`src/tep_map.vh`:
```
`ifndef TEP_MAP_VH
`define TEP_MAP_VH
// Mode register index and its byte address on the bus.
`define TEP_MODE_IDX 12'h336
`define TEP_MODE_ADDR 12'hcd8
`define TEP_RELOAD_ADDR 12'h000
`define TEP_EXTA_ADDR 12'h004
`define TEP_EXTB_ADDR 12'h008
`define TEP_EXTC_ADDR 12'h00c
`define TEP_CTRL_ADDR 12'h010
`define TEP_STAT_ADDR 12'h014
// Mode register fields.
`define TEP_MODE_SRC_HI 7
`define TEP_MODE_SRC_LO 6
`define TEP_MODE_W8 5
`define TEP_MODE_TSEL 4
`define TEP_MODE_EDGE 3
`define TEP_MODE_RST 8'h00
// Control register fields.
`define TEP_CTRL_RUN 0
`define TEP_CTRL_PCLK 1
`define TEP_CTRL_RT_HI 3
`define TEP_CTRL_RT_LO 2
`define TEP_CTRL_RST 8'h00
`define TEP_EXT_RST 8'h00
`define TEP_RELOAD_RST 16'h0000
// Status register fields.
`define TEP_STAT_IRQ 0
`define TEP_STAT_OUT 1
// Low phase length base: one period is 255 prescaler expiries.
`define TEP_PERIOD_UNITS 8'hff
`define TEP_SUB_DIV 5'h1f
`define TEP_RESP_OKAY 2'b00
`define TEP_RESP_SLVERR 2'b10
`endif

```
`src/tep_pwm.v`:
```
// Behaviour
// - With run set, trigger falling edge starts down count; output goes high after the low lead.
// - End of high time drives output low, unless the high byte is 255, and sets the interrupt request bit.
// - Each full pulse cycle reloads the counter from the reload register.
// - Clearing run stops the counter, holds its value, forces output low.
// - Period is (m+1) times 255 count-source periods.
// - High width is n times (m+1) count-source periods.
// - High byte zero: no run, output low, no interrupt request.
// - After each start from idle output first stays low for the high width.
// - Mode source field 00 fast, 01 div8, 10 div32, 11 sub-clock div32.
// - Mode source field applies only while extended enable bit is 0.
// - Extended enable 1: lower three bits choose among six count sources.
// - Extended registers hold even channel low nibble, odd channel high nibble; channels 4 and up all use the low nibble of C.
// - Fast source is peripheral clock when select is 1, else halved.
// - Width-select bit 1 makes the channel an 8-bit modulator with prescaler.
// - Trigger-select 1 takes routed start; edge bit 0 picks falling edge.
// - Edge selection applies only when routing field selects the pin.
// - Start may also come from neighbour channel overflow or second timer.
`timescale 1ns/10ps
`include "tep_map.vh"
module tep_pwm #(
   parameter CHANNEL = 0
) (
   input wire mclk,
   input wire sys_rst,
   input wire ce,
   input wire trigger_input_pin,
   input wire subclock_pin,
   input wire slow_osc_pin,
   input wire prev_channel_ovf,
   input wire next_channel_ovf,
   input wire timer_b_ovf,
   output reg waveform_output_pin,
   output reg overflow_pulse,
   input wire [11:0] s_axi_awaddr,
   input wire s_axi_awvalid,
   output reg s_axi_awready,
   input wire [31:0] s_axi_wdata,
   input wire [3:0] s_axi_wstrb,
   input wire s_axi_wvalid,
   output reg s_axi_wready,
   output reg [1:0] s_axi_bresp,
   output reg s_axi_bvalid,
   input wire s_axi_bready,
   input wire [11:0] s_axi_araddr,
   input wire s_axi_arvalid,
   output reg s_axi_arready,
   output reg [31:0] s_axi_rdata,
   output reg [1:0] s_axi_rresp,
   output reg s_axi_rvalid,
   input wire s_axi_rready
);
   localparam ST_IDLE = 4'b0001;
   localparam ST_LEAD = 4'b0010;
   localparam ST_HIGH = 4'b0100;
   localparam ST_LOW = 4'b1000;

   reg [7:0] mode_reg;
   reg [7:0] ext_a_reg;
   reg [7:0] ext_b_reg;
   reg [7:0] ext_c_reg;
   reg [7:0] ctrl_reg;
   reg [15:0] reload_reg;
   reg irq_reg;
   reg [3:0] state_reg;
   reg [7:0] pre_reg;
   reg [7:0] wid_reg;
   reg [7:0] m_reg;
   reg [7:0] n_reg;
   reg [6:0] pdiv_reg;
   reg [4:0] sub_cnt_reg;
   reg trig_s1, trig_s2, trig_s3;
   reg sub_s1, sub_s2, sub_s3;
   reg osc_s1, osc_s2, osc_s3;
   reg run_d_reg;
   reg aw_hold_reg;
   reg w_hold_reg;
   reg [11:0] aw_addr_reg;
   reg [31:0] w_data_reg;
   reg [3:0] w_strb_reg;

   // Count-source taps from the free-running peripheral divider and the synchronised external clocks.
   wire fast_tick = ctrl_reg[`TEP_CTRL_PCLK] | pdiv_reg[0];
   wire div8_tick = (pdiv_reg[2:0] == 3'h7);
   wire div32_tick = (pdiv_reg[4:0] == 5'h1f);
   wire div64_tick = (pdiv_reg[5:0] == 6'h3f);
   wire sub_edge = sub_s2 & ~sub_s3;
   wire subclock_div32 = sub_edge & (sub_cnt_reg == `TEP_SUB_DIV);
   wire osc_tick = osc_s2 & ~osc_s3;

   // Pick this channel's nibble out of the three extended registers.
   reg [3:0] ext_nib;
   always @* begin
      case (CHANNEL)
         0: ext_nib = ext_a_reg[3:0];
         1: ext_nib = ext_a_reg[7:4];
         2: ext_nib = ext_b_reg[3:0];
         3: ext_nib = ext_b_reg[7:4];
         default: ext_nib = ext_c_reg[3:0];
      endcase
   end

   // Codes 100 and 111 are reserved and give no count at all.
   reg tick;
   always @* begin
      tick = 1'b0;
      if (!ext_nib[3]) begin
         case (mode_reg[`TEP_MODE_SRC_HI:`TEP_MODE_SRC_LO])
            2'b00: tick = fast_tick;
            2'b01: tick = div8_tick;
            2'b10: tick = div32_tick;
            default: tick = subclock_div32;
         endcase
      end else begin
         case (ext_nib[2:0])
            3'b000: tick = fast_tick;
            3'b001: tick = div8_tick;
            3'b010: tick = div32_tick;
            3'b011: tick = div64_tick;
            3'b101: tick = osc_tick;
            3'b110: tick = subclock_div32;
            default: tick = 1'b0;
         endcase
      end
   end

   // Start event: routed source, or a software start when routing is off.
   wire run = ctrl_reg[`TEP_CTRL_RUN];
   wire [1:0] route = ctrl_reg[`TEP_CTRL_RT_HI:`TEP_CTRL_RT_LO];
   wire pin_edge = mode_reg[`TEP_MODE_EDGE] ? (trig_s2 & ~trig_s3) : (trig_s3 & ~trig_s2);
   reg routed;
   always @* begin
      case (route)
         2'b00: routed = pin_edge;
         2'b01: routed = timer_b_ovf;
         2'b10: routed = prev_channel_ovf;
         default: routed = next_channel_ovf;
      endcase
   end
   wire start_evt = mode_reg[`TEP_MODE_TSEL] ? routed : (run & ~run_d_reg);
   wire enabled = run & mode_reg[`TEP_MODE_W8];
   wire pre_done = tick & (pre_reg == 8'h00);
   wire wid_last = pre_done & (wid_reg == 8'h01);
   wire [7:0] low_len = `TEP_PERIOD_UNITS - n_reg;

   // Synchronisers and the divider for the external clocks and trigger.
   always @(posedge mclk or posedge sys_rst) begin
      if (sys_rst) begin
         trig_s1 <= 1'b1;
         trig_s2 <= 1'b1;
         trig_s3 <= 1'b1;
         sub_s1 <= 1'b0;
         sub_s2 <= 1'b0;
         sub_s3 <= 1'b0;
         osc_s1 <= 1'b0;
         osc_s2 <= 1'b0;
         osc_s3 <= 1'b0;
         pdiv_reg <= 7'h00;
         sub_cnt_reg <= 5'h00;
         run_d_reg <= 1'b0;
      end else if (ce) begin
         trig_s1 <= trigger_input_pin;
         trig_s2 <= trig_s1;
         trig_s3 <= trig_s2;
         sub_s1 <= subclock_pin;
         sub_s2 <= sub_s1;
         sub_s3 <= sub_s2;
         osc_s1 <= slow_osc_pin;
         osc_s2 <= osc_s1;
         osc_s3 <= osc_s2;
         pdiv_reg <= pdiv_reg + 7'h01;
         if (sub_edge) begin
            sub_cnt_reg <= sub_cnt_reg + 5'h01;
         end
         run_d_reg <= run;
      end
   end

   // Modulator: lead low, high for n units, low for 255-n units, repeat.
   // A high byte of 255 leaves no low phase, so the output then stays high.
   always @(posedge mclk or posedge sys_rst) begin
      if (sys_rst) begin
         state_reg <= ST_IDLE;
         pre_reg <= 8'h00;
         wid_reg <= 8'h00;
         m_reg <= 8'h00;
         n_reg <= 8'h00;
         waveform_output_pin <= 1'b0;
         overflow_pulse <= 1'b0;
      end else if (ce) begin
         overflow_pulse <= 1'b0;
         if (!enabled) begin
            state_reg <= ST_IDLE;
            waveform_output_pin <= 1'b0;
         end else begin
            case (state_reg)
               ST_IDLE: begin
                  waveform_output_pin <= 1'b0;
                  if (start_evt && reload_reg[15:8] != 8'h00) begin
                     m_reg <= reload_reg[7:0];
                     n_reg <= reload_reg[15:8];
                     pre_reg <= reload_reg[7:0];
                     wid_reg <= reload_reg[15:8];
                     state_reg <= ST_LEAD;
                  end
               end
               ST_LEAD: begin
                  if (pre_done) begin
                     pre_reg <= m_reg;
                     wid_reg <= wid_reg - 8'h01;
                  end else if (tick) begin
                     pre_reg <= pre_reg - 8'h01;
                  end
                  if (wid_last) begin
                     wid_reg <= n_reg;
                     waveform_output_pin <= 1'b1;
                     state_reg <= ST_HIGH;
                  end
               end
               ST_HIGH: begin
                  if (pre_done) begin
                     pre_reg <= m_reg;
                     wid_reg <= wid_reg - 8'h01;
                  end else if (tick) begin
                     pre_reg <= pre_reg - 8'h01;
                  end
                  if (wid_last) begin
                     if (n_reg == `TEP_PERIOD_UNITS) begin
                        overflow_pulse <= 1'b1;
                        m_reg <= reload_reg[7:0];
                        n_reg <= reload_reg[15:8];
                        pre_reg <= reload_reg[7:0];
                        wid_reg <= reload_reg[15:8];
                        if (reload_reg[15:8] == 8'h00) begin
                           waveform_output_pin <= 1'b0;
                           state_reg <= ST_IDLE;
                        end
                     end else begin
                        waveform_output_pin <= 1'b0;
                        wid_reg <= low_len;
                        state_reg <= ST_LOW;
                     end
                  end
               end
               ST_LOW: begin
                  if (pre_done) begin
                     pre_reg <= m_reg;
                     wid_reg <= wid_reg - 8'h01;
                  end else if (tick) begin
                     pre_reg <= pre_reg - 8'h01;
                  end
                  if (wid_last) begin
                     overflow_pulse <= 1'b1;
                     m_reg <= reload_reg[7:0];
                     n_reg <= reload_reg[15:8];
                     pre_reg <= reload_reg[7:0];
                     wid_reg <= reload_reg[15:8];
                     if (reload_reg[15:8] == 8'h00) begin
                        state_reg <= ST_IDLE;
                     end else begin
                        waveform_output_pin <= 1'b1;
                        state_reg <= ST_HIGH;
                     end
                  end
               end
               default: state_reg <= ST_IDLE;
            endcase
         end
      end
   end

   // The request is raised at the end of each high phase, even when a high byte of 255 keeps the output high.
   wire irq_set = ce & enabled & (state_reg == ST_HIGH) & wid_last & (n_reg != `TEP_PERIOD_UNITS);
   wire irq_set_full = ce & enabled & (state_reg == ST_HIGH) & wid_last & (n_reg == `TEP_PERIOD_UNITS);

   // AXI4-Lite write side; address and data may arrive in either order.
   wire do_write = aw_hold_reg & w_hold_reg & ~s_axi_bvalid;
   wire [9:0] wa = aw_addr_reg[11:2];
   always @(posedge mclk or posedge sys_rst) begin
      if (sys_rst) begin
         aw_hold_reg <= 1'b0;
         w_hold_reg <= 1'b0;
         aw_addr_reg <= 12'h000;
         w_data_reg <= 32'h00000000;
         w_strb_reg <= 4'h0;
         s_axi_awready <= 1'b0;
         s_axi_wready <= 1'b0;
         s_axi_bvalid <= 1'b0;
         s_axi_bresp <= `TEP_RESP_OKAY;
         mode_reg <= `TEP_MODE_RST;
         ext_a_reg <= `TEP_EXT_RST;
         ext_b_reg <= `TEP_EXT_RST;
         ext_c_reg <= `TEP_EXT_RST;
         ctrl_reg <= `TEP_CTRL_RST;
         reload_reg <= `TEP_RELOAD_RST;
         irq_reg <= 1'b0;
      end else if (ce) begin
         s_axi_awready <= ~aw_hold_reg & ~s_axi_awready & ~s_axi_bvalid;
         s_axi_wready <= ~w_hold_reg & ~s_axi_wready & ~s_axi_bvalid;
         if (s_axi_awvalid && s_axi_awready) begin
            aw_hold_reg <= 1'b1;
            aw_addr_reg <= s_axi_awaddr;
            s_axi_awready <= 1'b0;
         end
         if (s_axi_wvalid && s_axi_wready) begin
            w_hold_reg <= 1'b1;
            w_data_reg <= s_axi_wdata;
            w_strb_reg <= s_axi_wstrb;
            s_axi_wready <= 1'b0;
         end
         if (s_axi_bvalid && s_axi_bready) begin
            s_axi_bvalid <= 1'b0;
         end
         if (irq_set || irq_set_full) begin
            irq_reg <= 1'b1;
         end else if (do_write && wa == `TEP_STAT_ADDR >> 2 && w_strb_reg[0]
                      && w_data_reg[`TEP_STAT_IRQ]) begin
            irq_reg <= 1'b0;
         end
         if (do_write) begin
            aw_hold_reg <= 1'b0;
            w_hold_reg <= 1'b0;
            s_axi_bvalid <= 1'b1;
            s_axi_bresp <= `TEP_RESP_OKAY;
            if (wa == `TEP_MODE_ADDR >> 2) begin
               if (w_strb_reg[0]) mode_reg <= w_data_reg[7:0];
            end else if (wa == `TEP_RELOAD_ADDR >> 2) begin
               if (w_strb_reg[0]) reload_reg[7:0] <= w_data_reg[7:0];
               if (w_strb_reg[1]) reload_reg[15:8] <= w_data_reg[15:8];
            end else if (wa == `TEP_EXTA_ADDR >> 2) begin
               if (w_strb_reg[0]) ext_a_reg <= w_data_reg[7:0];
            end else if (wa == `TEP_EXTB_ADDR >> 2) begin
               if (w_strb_reg[0]) ext_b_reg <= w_data_reg[7:0];
            end else if (wa == `TEP_EXTC_ADDR >> 2) begin
               if (w_strb_reg[0]) ext_c_reg <= w_data_reg[7:0];
            end else if (wa == `TEP_CTRL_ADDR >> 2) begin
               if (w_strb_reg[0]) ctrl_reg <= w_data_reg[7:0];
            end else if (wa != `TEP_STAT_ADDR >> 2) begin
               s_axi_bresp <= `TEP_RESP_SLVERR;
            end
         end
      end
   end

   // AXI4-Lite read side; the status word also shows the live counter.
   wire [9:0] ra = s_axi_araddr[11:2];
   always @(posedge mclk or posedge sys_rst) begin
      if (sys_rst) begin
         s_axi_arready <= 1'b0;
         s_axi_rvalid <= 1'b0;
         s_axi_rdata <= 32'h00000000;
         s_axi_rresp <= `TEP_RESP_OKAY;
      end else if (ce) begin
         s_axi_arready <= ~s_axi_arready & ~s_axi_rvalid;
         if (s_axi_rvalid && s_axi_rready) begin
            s_axi_rvalid <= 1'b0;
         end
         if (s_axi_arvalid && s_axi_arready) begin
            s_axi_arready <= 1'b0;
            s_axi_rvalid <= 1'b1;
            s_axi_rresp <= `TEP_RESP_OKAY;
            s_axi_rdata <= 32'h00000000;
            if (ra == `TEP_MODE_ADDR >> 2) begin
               s_axi_rdata <= {24'h000000, mode_reg};
            end else if (ra == `TEP_RELOAD_ADDR >> 2) begin
               s_axi_rdata <= {16'h0000, reload_reg};
            end else if (ra == `TEP_EXTA_ADDR >> 2) begin
               s_axi_rdata <= {24'h000000, ext_a_reg};
            end else if (ra == `TEP_EXTB_ADDR >> 2) begin
               s_axi_rdata <= {24'h000000, ext_b_reg};
            end else if (ra == `TEP_EXTC_ADDR >> 2) begin
               s_axi_rdata <= {24'h000000, ext_c_reg};
            end else if (ra == `TEP_CTRL_ADDR >> 2) begin
               s_axi_rdata <= {24'h000000, ctrl_reg};
            end else if (ra == `TEP_STAT_ADDR >> 2) begin
               s_axi_rdata <= {8'h00, wid_reg, pre_reg, 6'h00, waveform_output_pin, irq_reg};
            end else begin
               s_axi_rresp <= `TEP_RESP_SLVERR;
            end
         end
      end
   end
endmodule

```
`config.mk`:
```
export PLATFORM = sky130hd
export DESIGN_NAME = tep_pwm
export DESIGN_NICKNAME = d
export VERILOG_FILES = /design/src/tep_pwm.v
export VERILOG_INCLUDE_DIRS = /design/src
export SDC_FILE = /design/constraint.sdc
export NUM_CORES = 1
export LEC_CHECK = 0
export BUFFER_PORTS_ARGS = -buffer_cell sky130_fd_sc_hd__buf_2
export CORE_UTILIZATION = 62
export CTS_CLUSTER_DIAMETER = 60
export CTS_CLUSTER_SIZE = 20
export DETAILED_ROUTE_END_ITERATION = 8
export PLACE_DENSITY_LB_ADDON = 0.25
export SLEW_MARGIN = 40
export SYNTH_ARGS = -nofsm -noshare
export SYNTH_HDL_FRONTEND = slang
export SYNTH_SLANG_ARGS = --single-unit
export TNS_END_PERCENT = 5
```
`constraint.sdc`:
```
create_clock -name mclk -period 11.1 [get_ports mclk]
set_clock_uncertainty 0.15 [all_clocks]
set_input_delay 0 -clock mclk [delete_from_list [all_inputs] [get_ports mclk]]
set_output_delay 0 -clock mclk [all_outputs]
set_load 0.01 [all_outputs]
```
=== After elaboration in Yosys (flattened, before gate mapping) ===
Cells that the tools add are included.

* Equality and inequality tests: 44
* Multiplexer cells: 84
* $add $sub $neg: 5
* Bitwise gates (word level): 39
* Reduce and logical (&&, ||, !) cells: 46

{| class="wikitable"
|+ Operators with widths
! kind !! count
|-
| $mux W24 || 7
|-
| $mux W8 || 18
|-
| $pmux W8 S4 || 2
|-
| $pmux W8 S3 || 2
|-
| $eq A10 B2 Y1 const B || 4
|-
| $eq A10 B3 Y1 const B || 4
|-
| $mux W2 || 14
|-
| $mux W4 || 7
|-
| $mux W1 || 27
|-
| $and A1 B1 Y1 || 21
|-
| $reduce_and A7 Y1 || 3
|-
| $eq A10 B1 Y1 const B || 2
|-
| $eq A10 B10 Y1 const B || 2
|-
| $logic_not A10 Y1 || 2
|-
| $reduce_and A2 Y1 || 10
|-
| $not A1 Y1 || 17
|-
| $logic_not A8 Y1 || 2
|-
| $pmux W4 S4 || 1
|-
| $sub A8 B1 Y8 const B || 2
|-
| $ne A3 B3 Y1 const B || 5
|-
| $reduce_and A6 Y1 || 2
|-
| $eq A5 B5 Y1 const B || 2
|-
| $ne A10 B3 Y1 const B || 1
|-
| $reduce_and A5 Y1 || 2
|-
| 37 further kinds || 59
|}

* Word-level logic and storage cells: 258
* Output and inout port bits: 43
* Bits of input ports: 74
* Bits in registers: 190

=== Depth between registers and ports, before layout ===
Gate-level depths: netlist (run 1).

* Depth after elaboration: 12
* Depth in mapped cells: 12
* Depth with buffers taken out: 10

=== Least setup slack after synthesis (run 1) ===
Ideal clock, no wire load.

* Path kind: register to register
* Start point: register pdiv_reg[0]
* End point: register m_reg[1]
* Data arrival time: 2555 ps
* Clock period less this slack: 2831 ps
* Required time: 10825 ps
* Slack: 8269 ps
* Stages on the path, launching flop included: 13
* Path buffers: 2
* Setup time: 125 ps
* Cell sequence: dfrtp_1 > ha_1 > and3_2 > ha_1 > inv_1 > a21oi_1 > o31ai_1 > nor2_2 > buf_6 > a21o_4 > nand2_4 > buf_6 > mux2_4

* Longest elaborated chain between the ends: 7
* Elaborated cells on any way between the ends: 12
* Those cells by class: 5 x eq/ne; 3 x mux; 3 x bitwise; 1 x reduce/logical

{| class="wikitable"
|+ RTL lines
! what !! line !! source
|-
| from (decl) || tep_pwm.v:70 || <nowiki>reg [6:0] pdiv_reg;</nowiki>
|-
| from (signal assigned) || tep_pwm.v:171 || <nowiki>pdiv_reg <= pdiv_reg + 7'h01;</nowiki>
|-
| $eq A6 B6 Y1, or another cell as far along || tep_pwm.v:86 || <nowiki>wire div64_tick = (pdiv_reg[5:0] == 6'h3f);</nowiki>
|-
| $pmux W1 S6 or $pmux W1 S3 (tied branches) || tep_pwm.v:115, tep_pwm.v:108 ||
|-
| $mux W1 * || tep_pwm.v:107 || <nowiki>if (!ext_nib[3]) begin</nowiki>
|-
| $and A1 B1 Y1 * || tep_pwm.v:142 || <nowiki>wire pre_done = tick & (pre_reg == 8'h00);</nowiki>
|-
| $and A1 B1 Y1 * || tep_pwm.v:143 || <nowiki>wire wid_last = pre_done & (wid_reg == 8'h01);</nowiki>
|-
| $ne A2 B2 Y1 (no line) || n/a ||
|-
| $reduce_and A7 Y1 (no line) * || n/a ||
|-
| to (signal assigned) || tep_pwm.v:200 || <nowiki>m_reg <= reload_reg[7:0];</nowiki>
|-
| to (signal assigned) || tep_pwm.v:230 || <nowiki>m_reg <= reload_reg[7:0];</nowiki>
|-
| to (signal assigned) || tep_pwm.v:254 || <nowiki>m_reg <= reload_reg[7:0];</nowiki>
|-
| to (decl) || tep_pwm.v:68 || <nowiki>reg [7:0] m_reg;</nowiki>
|}

Mark *: on every way between the ends. The rest lies on a longest branch, timed or not.
A chain may end at the register's enable or synchronous reset.

=== Worst setup path in the final report (run 1) ===
* Start point: register pdiv_reg[0]
* End point: register wid_reg[0]

* Longest elaborated chain between the ends: 7
* Elaborated cells on any way between the ends: 14
* Those cells by class: 3 x eq/ne; 8 x mux; 3 x bitwise

{| class="wikitable"
|+ RTL lines
! what !! line !! source
|-
| $eq A6 B6 Y1, or another cell as far along || tep_pwm.v:86 ||
|-
| $pmux W1 S6 or $pmux W1 S3 (tied branches) || tep_pwm.v:115, tep_pwm.v:108 ||
|-
| $mux W1 * || tep_pwm.v:107 ||
|-
| $and A1 B1 Y1 * || tep_pwm.v:142 ||
|-
| $mux W8 or $and A1 B1 Y1 (tied branches) || n/a ||
|-
| $mux W8 (on tied branches) || tep_pwm.v:252, tep_pwm.v:214, tep_pwm.v:227 ||
|-
| $pmux W8 S4 * || tep_pwm.v:196 || <nowiki>case (state_reg)</nowiki>
|-
| to (signal assigned) || tep_pwm.v:203 || <nowiki>wid_reg <= reload_reg[15:8];</nowiki>
|-
| to (signal assigned) || tep_pwm.v:248 || <nowiki>wid_reg <= wid_reg - 8'h01;</nowiki>
|-
| to (signal assigned) || tep_pwm.v:257 || <nowiki>wid_reg <= reload_reg[15:8];</nowiki>
|-
| to (decl) || tep_pwm.v:67 || <nowiki>reg [7:0] wid_reg;</nowiki>
|}

Marks and branches as above.

==> flow_summary.json, run 1 <==
{
  "vias": 6727,
  "fin_setup_tns_ns": 0,
  "drt-total-wl_mm": 21.2,
  "drv_cap": 0,
  "antenna_cells": 0,
  "vdd_drop_max_mv": 0.151,
  "dp.cells": 995,
  "synth-edff-count": 0,
  "hold_path_class": "input pin to flop",
  "largest_reg_flops": 24,
  "rsz0062_at_grt": "false",
  "final_common_cell": "dfrtp_1",
  "ant_nets": 0,
  "synthMuxAreaShare": 0.166,
  "area_delta_synth_final_pct": 17.6,
  "hpwl_mm": 14.2,
  "coreArea_um2": 13500,
  "grt_pass1_vias": 6848,
  "ys_seq_area_frac": 0.510,
  "end_kind": "flop",
  "portBuffers": 84,
  "async_flop_share": 1.00,
  "synth_xor_area_frac": 0.00705,
  "finalSetupViolations": 0,
  "grt_pass1_wl_mm": 35.3,
  "period_minus_slack_ns": 3.35,
  "final_cell_mix": "dfrtp_1 (173), mux2_2 (113), buf_2 (84)",
  "die_w_um": 120,
  "cts_resized": 0,
  "cts_max_level": 4,
  "initial_core_util": 0.646,
  "path_clk_slew_ns": 0.06,
  "maxSlewHeadroom": 0.450,
  "critPathArrivalTime_ns": 3.52,
  "die_h_um": 120,
  "p_leak_uw": 0.00465,
  "p_total_uw": 1790,
  "finalCoreUtilization": 0.760,
  "grt_max_degree": 93,
  "synthAdderAreaFrac": 0.0115,
  "cts_tree": "built",
  "maxSlewViolCount": 0,
  "yosysWarningCount": 0,
  "synth_compound_area_frac": 0.130,
  "yosys_register_bits": 177,
  "p_per_area_nw_per_um2": 175,
  "crit_type": "flop to flop",
  "cp-start-kind": "flop",
  "ys.flop_type": "dfrtp_1",
  "yosys.cell_types.count": 85,
  "status": "finished clean",
  "synth_top_family_by_area": "multiplexers",
  "drtIter0Drc": 572,
  "synth_area_um2": 8690,
  "reg2reg_slack_ns": 7.75,
  "layout-drive-gt1-share": 0.324,
  "fmax_ghz": 0.298,
  "syn-instance-count": 765,
  "vias_per_cell": 6.32,
  "worstMarginPinSlew_ns": 0.822,
  "clockBufferDepth": 2,
  "grt_overflow_total": 0,
  "required_ns": 11.27,
  "fin_crit_sh": 0.302,
  "nFillCells": 853,
  "crit_fanout": 11,
  "grt_usage": 0.317,
  "nNetsFinal": 957,
  "cts.sinks": 177,
  "finalHoldViolations": 0,
  "synth-simple-area-share": 0.139,
  "routabilityCongestion": 0.892,
  "finalNonFillerCells": 1064,
  "antenna_found_initial": 0,
  "die_area_um2": 14500,
  "cts_root_buf": "clkbuf_16",
  "clk_latency_ns": 0.44,
  "dr.pass1.iters": 5,
  "drc_errors": 0,
  "ioPinCount": 117,
  "synth.avg_cell_area_um2": 11.4,
  "post_drt_wl_per_cell_um": 20.0,
  "rows": 42,
  "numCtsBuffers": 17
}
-- Yosys cell counts (6+ instances only) --
cell type	instances	area, µm²
a21oi_1	40	200
a22o_1	8	70.1
a22oi_1	14	105
and2_1	6	37.5
buf_4	10	75.1
clkbuf_1	21	78.8
dfrtp_1	173	4330
ha_1	8	100
inv_1	20	75.1
mux2_2	113	1270
mux2_4	8	120
nand2_1	59	221
nand3_1	18	90.1
nand4_1	8	50.1
nor2_1	49	184
nor3_1	15	75.1
nor3_2	6	60.1
nor4_1	7	43.8
o211ai_1	6	45.0
o21ai_0	40	200
-- repair_timing --
item                                   4_1_cts  5_1_grt
endpoints found under the hold margin      125        0
setup buffers                                0        0
hold buffers                                37        0
-- final timing paths --
| check | start | endpoint | cells past startpoint |
|---|---|---|---|
| max in group asynchronous | sys_rst | mode_reg[2]$_DFFE_PP0P_ | 4 |
| worst min-delay path | ce | overflow_pulse$_DFFE_PP0P_ | 2 |
| worst min register to register | pdiv_reg[5]$_DFFE_PP0P_ | pdiv_reg[5]$_DFFE_PP0P_ | 1 |
| min in group asynchronous | sys_rst | aw_addr_reg[8]$_DFFE_PP0P_ | 3 |
| worst max register to register | pdiv_reg[0]$_DFFE_PP0P_ | wid_reg[0]$_DFFE_PP0P_ | 10 |
| worst max-delay path | pdiv_reg[0]$_DFFE_PP0P_ | wid_reg[0]$_DFFE_PP0P_ | 10 |
-- per-layer routing --
| metal | wire, µm | vias up | global-route usage | part of all wire |
|---|---|---|---|---|
| met4 | 532 | 0 | 0.147 | 0.025 |
| met1 | 9010 | 3395 | 0.420 | 0.42 |
| met3 | 1300 | 36 | 0.0524 | 0.061 |
| met5 | 0 | - | 0 | 0 |
| li1 | - | 3024 | - | - |
| met2 | 10400 | 272 | 0.514 | 0.49 |
-- power by group --
part | switching (µW) | leakage (µW) | internal [µW]
registers | 111 | 0.00229 | 754
logic | 126 | 0.00205 | 139
clock network | 256 | 0.000304 | 404
total | 493 | 0.00465 | 1300
-- per-stage QoR --
stage	cell area (µm²)	hold slack, ns	setup WS [ns]
after floorplan	8730	0.000451	6.15
after global placement	9150	0.0629	7.83
after detailed placement	9190	0.0790	7.79
after CTS	10200	0.00155	7.75
after global routing	10200	0.0492	7.48
final	10200	0.0229	7.75
-- area by class of cell --
class	count	area (µm²)	share of cell area
inverter	20	82.6	0.00808
tap	176	220	0.0215
sequential	177	4430	0.434
multi-input combinational	535	4010	0.392
timing repair buffer	124	823	0.0805
clock inverter	14	211	0.0207
clock buffer	18	439	0.0430
-- critical path, stage by stage (launching register included) --
cell	delay (ns)
dfrtp_1	0.45
ha_1	0.24
and3_2	0.22
ha_1	0.18
inv_1	0.08
a21oi_1	0.09
o31ai_1	0.54
nor2_2	0.24
a21oi_2	0.52
nor2_4	0.15
a221o_1	0.37
-- cells by family after synthesis --
kind of cell,after synthesis
AOI/OAI and AO/OA,164
xor gates and xnor gates,7
adders and majority gates,8
buffers and inverters,62
DFF,177
muxes,126
other,1
and+or+nand+nor,220
(Power assumes the default switching activity.)
==> run 2: changes to the inputs <==
- ABC_AREA: unset -> 1
- CORE_UTILIZATION: 62 -> 58
- clock period: 11.1 -> 3.4 ns (I/O delays scaled with it)
==> flow_summary.json, run 2 <==
{
  "r2r_cells": 17,
  "grt_max_degree": 80,
  "fin_hold_ws_ns": 0.0492,
  "ioPinCount": 117,
  "ys_seq_area_frac": 0.485,
  "grt_pass1_vias": 7719,
  "maxSlewHeadroom": 0.492,
  "grt_usage": 0.301,
  "swShare": 0.304,
  "cts_setup_buffers": 0,
  "r2r-start": "sub_cnt_reg[0]$_DFFE_PP0P_",
  "worstMarginPinSlew_ns": 0.756,
  "ys.flop_type": "dfrtp_1",
  "initial_core_util": 0.597,
  "async_flop_share": 1.00,
  "seq_power_share": 0.458,
  "vias_per_cell": 5.41,
  "ys_top_cells_by_area": "dfrtp_1 (47%), nand2_1 (13%), o21ai_0 (7.9%)",
  "syn-instance-count": 1149,
  "status": "finished clean",
  "end_kind": "flop",
  "numCtsBuffers": 17,
  "pre_cts_slack_ns": 0.671,
  "p_total_uw": 5740,
  "cp-start-kind": "input pin",
  "yosysTopAreaCell": "dfrtp_1",
  "comb_power_share": 0.186,
  "crit_fanout": 4,
  "final_cell_mix": "nand2_1 (317), dfrtp_1 (173), o21ai_0 (145)",
  "yosysTopAreaCellShare": 0.474,
  "intPower_uw": 3990,
  "drtIter0Drc": 726,
  "die_h_um": 128,
  "cts_max_level": 4,
  "reg2reg_slack_ns": 0.56,
  "cts_root_buf": "clkbuf_16",
  "nNetsFinal": 1368,
  "synth-edff-count": 0,
  "clk_latency_ns": 0.44,
  "crit_end": "s_axi_rresp[1]$_DFFE_PP0P_",
  "vias": 8163,
  "hold_path_class": "input pin to flop",
  "fmax_ghz": 0.324,
  "rsz0062_at_grt": "false",
  "coreArea_um2": 15300,
  "yosys_register_bits": 177,
  "p_per_area_nw_per_um2": 526,
  "post_drt_wl_per_cell_um": 15.3,
  "hpwl_mm": 15.7,
  "critPathArrivalTime_ns": 3.25,
  "maxSlewViolCount": 0,
  "netlist_top_cells_count": "nand2_1 (317), dfrtp_1 (173), o21ai_0 (145)",
  "rows": 45,
  "routabilityCongestion": 0.938,
  "cts.sinks": 177,
  "fin_setup_tns_ns": 0,
  "largest_reg_flops": 24,
  "clockBufferDepth": 2,
  "period_minus_slack_ns": 3.08,
  "finalHoldViolations": 0,
  "crit_type": "input pin to flop",
  "synth.avg_cell_area_um2": 7.96,
  "final_common_cell": "nand2_1",
  "dr.pass1.iters": 6,
  "p_leak_uw": 0.00521,
  "grt_overflow_total": 0,
  "grt_pass1_wl_mm": 37.8,
  "ant_nets": 0,
  "layout-drive-gt1-share": 0.143,
  "yosys.cell_types.count": 52,
  "clkPwrFrac": 0.356,
  "die_w_um": 128,
  "vdd_drop_max_mv": 0.454,
  "synth_area_um2": 9140,
  "path_clk_slew_ns": 0.06,
  "min_path_cells": 6,
  "finalSetupViolations": 0,
  "die_area_um2": 16300,
  "drt-total-wl_mm": 23.1,
  "antenna_cells": 0,
  "setup_ws_ns": 0.318,
  "fin_crit_sh": 0.906,
  "yosysWarningCount": 0,
  "r2r-end": "pre_reg[4]$_DFFE_PP0P_",
  "drc_errors": 0,
  "portBuffers": 84,
  "drv_cap": 0,
  "yosysMostFrequentCell": "nand2_1",
  "cts_tree": "built",
  "crit_start": "s_axi_araddr[8]",
  "antenna_found_initial": 0,
  "required_ns": 3.57,
  "finalCoreUtilization": 0.712,
  "area_delta_synth_final_pct": 19.2,
  "switchingPower_uw": 1740
}
-- run 2: cell types whose count changed after synthesis, sizes merged, moves of 28 or more --
cell / change
nand2: +271
nand3: +43
mux2: -122
inv: +130
o21ai: +125
nor2: +41
a21oi: -28
-- run 2: repair_timing --
action | CTS | global route
endpoints found under the hold margin | 88 | 7
gates resized for setup | 0 | 0
hold buffers | 54 | 1
-- run 2: power groups by stage --
stage	sequential (µW)	clock, µW	combinational, µW
detailed placement	2650	0	963
CTS	2620	2050	1060
global route	2660	2140	1210
finish	2630	2040	1070
floorplan	2630	0	660
global placement	2640	0	929
-- run 2: area by class of cell --
| cell class | instances | area [µm²] |
|---|---|---|
| clock buffer | 21 | 450 |
| fill | 1217 | 4410 |
| clock inverter | 11 | 155 |
| sequential | 177 | 4430 |
| inverter | 152 | 577 |
| timing repair buffer | 151 | 1110 |
| tap | 211 | 264 |
| multi-input combinational | 787 | 3910 |
-- run 2: how the worst min path moves through the flow --
stage | start | end | slack (ns)
6_report | s_axi_araddr[5] | s_axi_rdata[19]$_DFFE_PP0P_ | 0.05
5_1_grt | s_axi_araddr[5] | s_axi_rdata[19]$_DFFE_PP0P_ | 0.08
4_1_cts | s_axi_araddr[5] | s_axi_rdata[19]$_DFFE_PP0P_ | 0.02
3_5_place_dp | sys_rst | s_axi_rresp[1]$_DFFE_PP0P_ | 0.04
3_3_place_gp | sys_rst | s_axi_rresp[1]$_DFFE_PP0P_ | 0.04
2_1_floorplan | trigger_input_pin | trig_s1$_DFFE_PP1P_ | -0.05
-- run 2: routing by layer --
layer	GRT usage	vias to the layer above	part of all wire
li1	-	3987	-
met1	0.404	3877	0.45
met2	0.486	249	0.47
met3	0.0570	50	0.059
met4	0.118	0	0.025
met5	0	-	0
-- run 2: kinds of logic after synthesis --
family	synth area share
buffers and inverters	0.0905
adders and majority gates	0.0110
AOI/OAI and AO/OA	0.138
xor gates and xnor gates	0.0134
other	0.000410
muxes	0.00219
and+or+nand+nor	0.259
DFF	0.485
-- run 2: worst max-delay path, stage by stage --
cell and delay, ns:
dlygate4sd3_1 0.54, buf_2 0.12, nor2_1 0.19, dlygate4sd3_1 0.61
nand4_1 0.08, dlygate4sd3_1 0.58, inv_1 0.11, nor2_1 0.10
nand2_1 0.07, inv_1 0.10, a22o_1 0.19, dlygate4sd3_1 0.55
-- run 2: through the flow --
stage | instances | instance area, µm²
detailed placement | 1422 | 9720
floorplan | 1158 | 9180
global route | 1510 | 10900
global placement | 1422 | 9720
CTS | 1508 | 10900
finish | 1510 | 10900
==> run 3: changes to the inputs <==
- REMOVE_ABC_BUFFERS: unset -> 1
==> flow_summary.json, run 3 (synthesized netlist as in run 2, its figures left out) <==
{
  "fin_hold_ws_ns": 0.00819,
  "critPathArrivalTime_ns": 2.96,
  "status": "finished clean",
  "antenna_found_initial": 0,
  "finalCoreUtilization": 0.707,
  "rows": 45,
  "clkPwrFrac": 0.352,
  "maxSlewHeadroom": 0.506,
  "end_kind": "flop",
  "intPower_uw": 3900,
  "reg2reg_slack_ns": 0.62,
  "period_minus_slack_ns": 2.78,
  "largest_reg_flops": 24,
  "p_per_area_nw_per_um2": 523,
  "grt_overflow_total": 0,
  "max_stage_delay_ns": 0.38,
  "rsz0062_at_grt": "false",
  "initial_core_util": 0.597,
  "grt_pass1_wl_mm": 38.2,
  "pre_cts_slack_ns": 0.603,
  "layout-drive-gt1-share": 0.146,
  "routabilityCongestion": 0.928,
  "final_common_cell": "nand2_1",
  "crit_fanout": 17,
  "drt-total-wl_mm": 22.9,
  "cts_tree": "built",
  "numCtsBuffers": 17,
  "die_h_um": 128,
  "portBuffers": 84,
  "grt_usage": 0.304,
  "ant_nets": 0,
  "switchingPower_uw": 1770,
  "cts_resized": 0,
  "cts.sinks": 177,
  "die_area_um2": 16300,
  "final_cell_mix": "nand2_1 (317), dfrtp_1 (173), o21ai_0 (145)",
  "nFillCells": 1243,
  "fin_setup_tns_ns": 0,
  "grt_max_degree": 84,
  "drc_errors": 0,
  "path_clk_slew_ns": 0.07,
  "fmax_ghz": 0.360,
  "finalHoldViolations": 0,
  "fin_crit_sh": 0.817,
  "finalSetupViolations": 0,
  "coreArea_um2": 15300,
  "vias_per_cell": 5.40,
  "cts_root_buf": "clkbuf_16",
  "clk_latency_ns": 0.44,
  "crit_slowest_cell": "dfrtp_1",
  "vias": 8123,
  "hpwl_mm": 15.8,
  "r2r_cells": 14,
  "seq_power_share": 0.463,
  "clockBufferDepth": 2,
  "die_w_um": 128,
  "crit_end": "n_reg[5]$_DFFE_PP0P_",
  "post_drt_wl_per_cell_um": 15.2,
  "cp-start-kind": "flop",
  "comb_power_share": 0.186,
  "maxSlewViolCount": 0,
  "setup_ws_ns": 0.621,
  "p_leak_uw": 0.00519,
  "placed_area_um2": 9730,
  "grt_pass1_vias": 7746,
  "antenna_cells": 0,
  "ioPinCount": 117,
  "area_delta_synth_final_pct": 18.5,
  "hold_path_class": "input pin to flop",
  "swShare": 0.312,
  "required_ns": 3.58,
  "crit_start": "sub_cnt_reg[0]$_DFFE_PP0P_",
  "nNetsFinal": 1363,
  "stdcell_area_um2": 10800,
  "r2r-start": "sub_cnt_reg[0]$_DFFE_PP0P_",
  "r2r-end": "n_reg[5]$_DFFE_PP0P_",
  "vdd_drop_max_mv": 0.436,
  "crit_type": "flop to flop",
  "crit_chain": "ha_1, nand2_1, nor2_1, ha_1, inv_1, nor2_1, o21ai_0, nand3_1, nand4_4, nand2_2, nand4_4, buf_12, nand2_1, o21ai_2",
  "drtIter0Drc": 801,
  "cts_max_level": 4,
  "drv_cap": 0,
  "dr.pass1.iters": 6,
  "hold_start": "s_axi_araddr[6]",
  "worstMarginPinSlew_ns": 0.735
}
## run 3: layer usage
metal  part of all wire  GRT usage  wire length (µm)  up-vias
met5                  0          0                 0        -
met4              0.018      0.100               413        0
met2               0.48      0.498             10900      331
met1               0.44      0.407             10100     3798
li1                   -          -                 -     3965
met3              0.068     0.0582              1560       29
## run 3: power by group through the flow
stage	Sequential, µW	Combinational, µW	Clock, µW
finish	2620	1050	1990
global route	2660	1210	2110
CTS	2620	1040	2010
detailed placement	2650	960	0
global placement	2640	927	0
floorplan	2630	638	0
## run 3: critical path: cells and delay by family (launching register included)
| family | cells | cell delay, ns |
|---|---|---|
| AND/OR/NAND/NOR | 8 | 1.33 |
| flip-flops | 1 | 0.38 |
| adder cells (fa/ha/maj) | 2 | 0.34 |
| buffers and inverters | 2 | 0.33 |
| AO/OA/AOI/OAI | 2 | 0.14 |
## run 3: per-stage QoR
stage	total power (µW)	instances
floorplan	3260	1116
global placement	3570	1423
detailed placement	3610	1423
CTS	5670	1505
global route	5980	1505
finish	5670	1505
## run 3: layout make-up
type	count	area, µm²	area share
tap	211	264	0.0244
multi-input combinational	787	3920	0.362
clock buffer	18	429	0.0396
sequential	177	4430	0.409
inverter	152	578	0.0534
timing repair buffer	146	1040	0.0956
clock inverter	14	173	0.0159
## run 3: how the worst min path moves through the flow
stage               cells past startpoint                     endpoint  slack [ns]
CTS                                     6   s_axi_rdata[2]$_DFFE_PP0P_       0.008
finish                                  7   s_axi_rdata[3]$_DFFE_PP0P_       0.008
floorplan                               1          trig_s3$_DFFE_PP1P_       -0.08
global route                            7   s_axi_rdata[7]$_DFFE_PP0P_        0.03
detailed placement                      2  s_axi_rdata[15]$_DFFE_PP0P_        0.05
global placement                        2  s_axi_rdata[15]$_DFFE_PP0P_        0.04
## run 3: what timing repair did
action | in CTS | in global routing
buffers inserted | 0 | 0
hold buffers | 50 | 0
hold endpoints to repair | 134 | 0
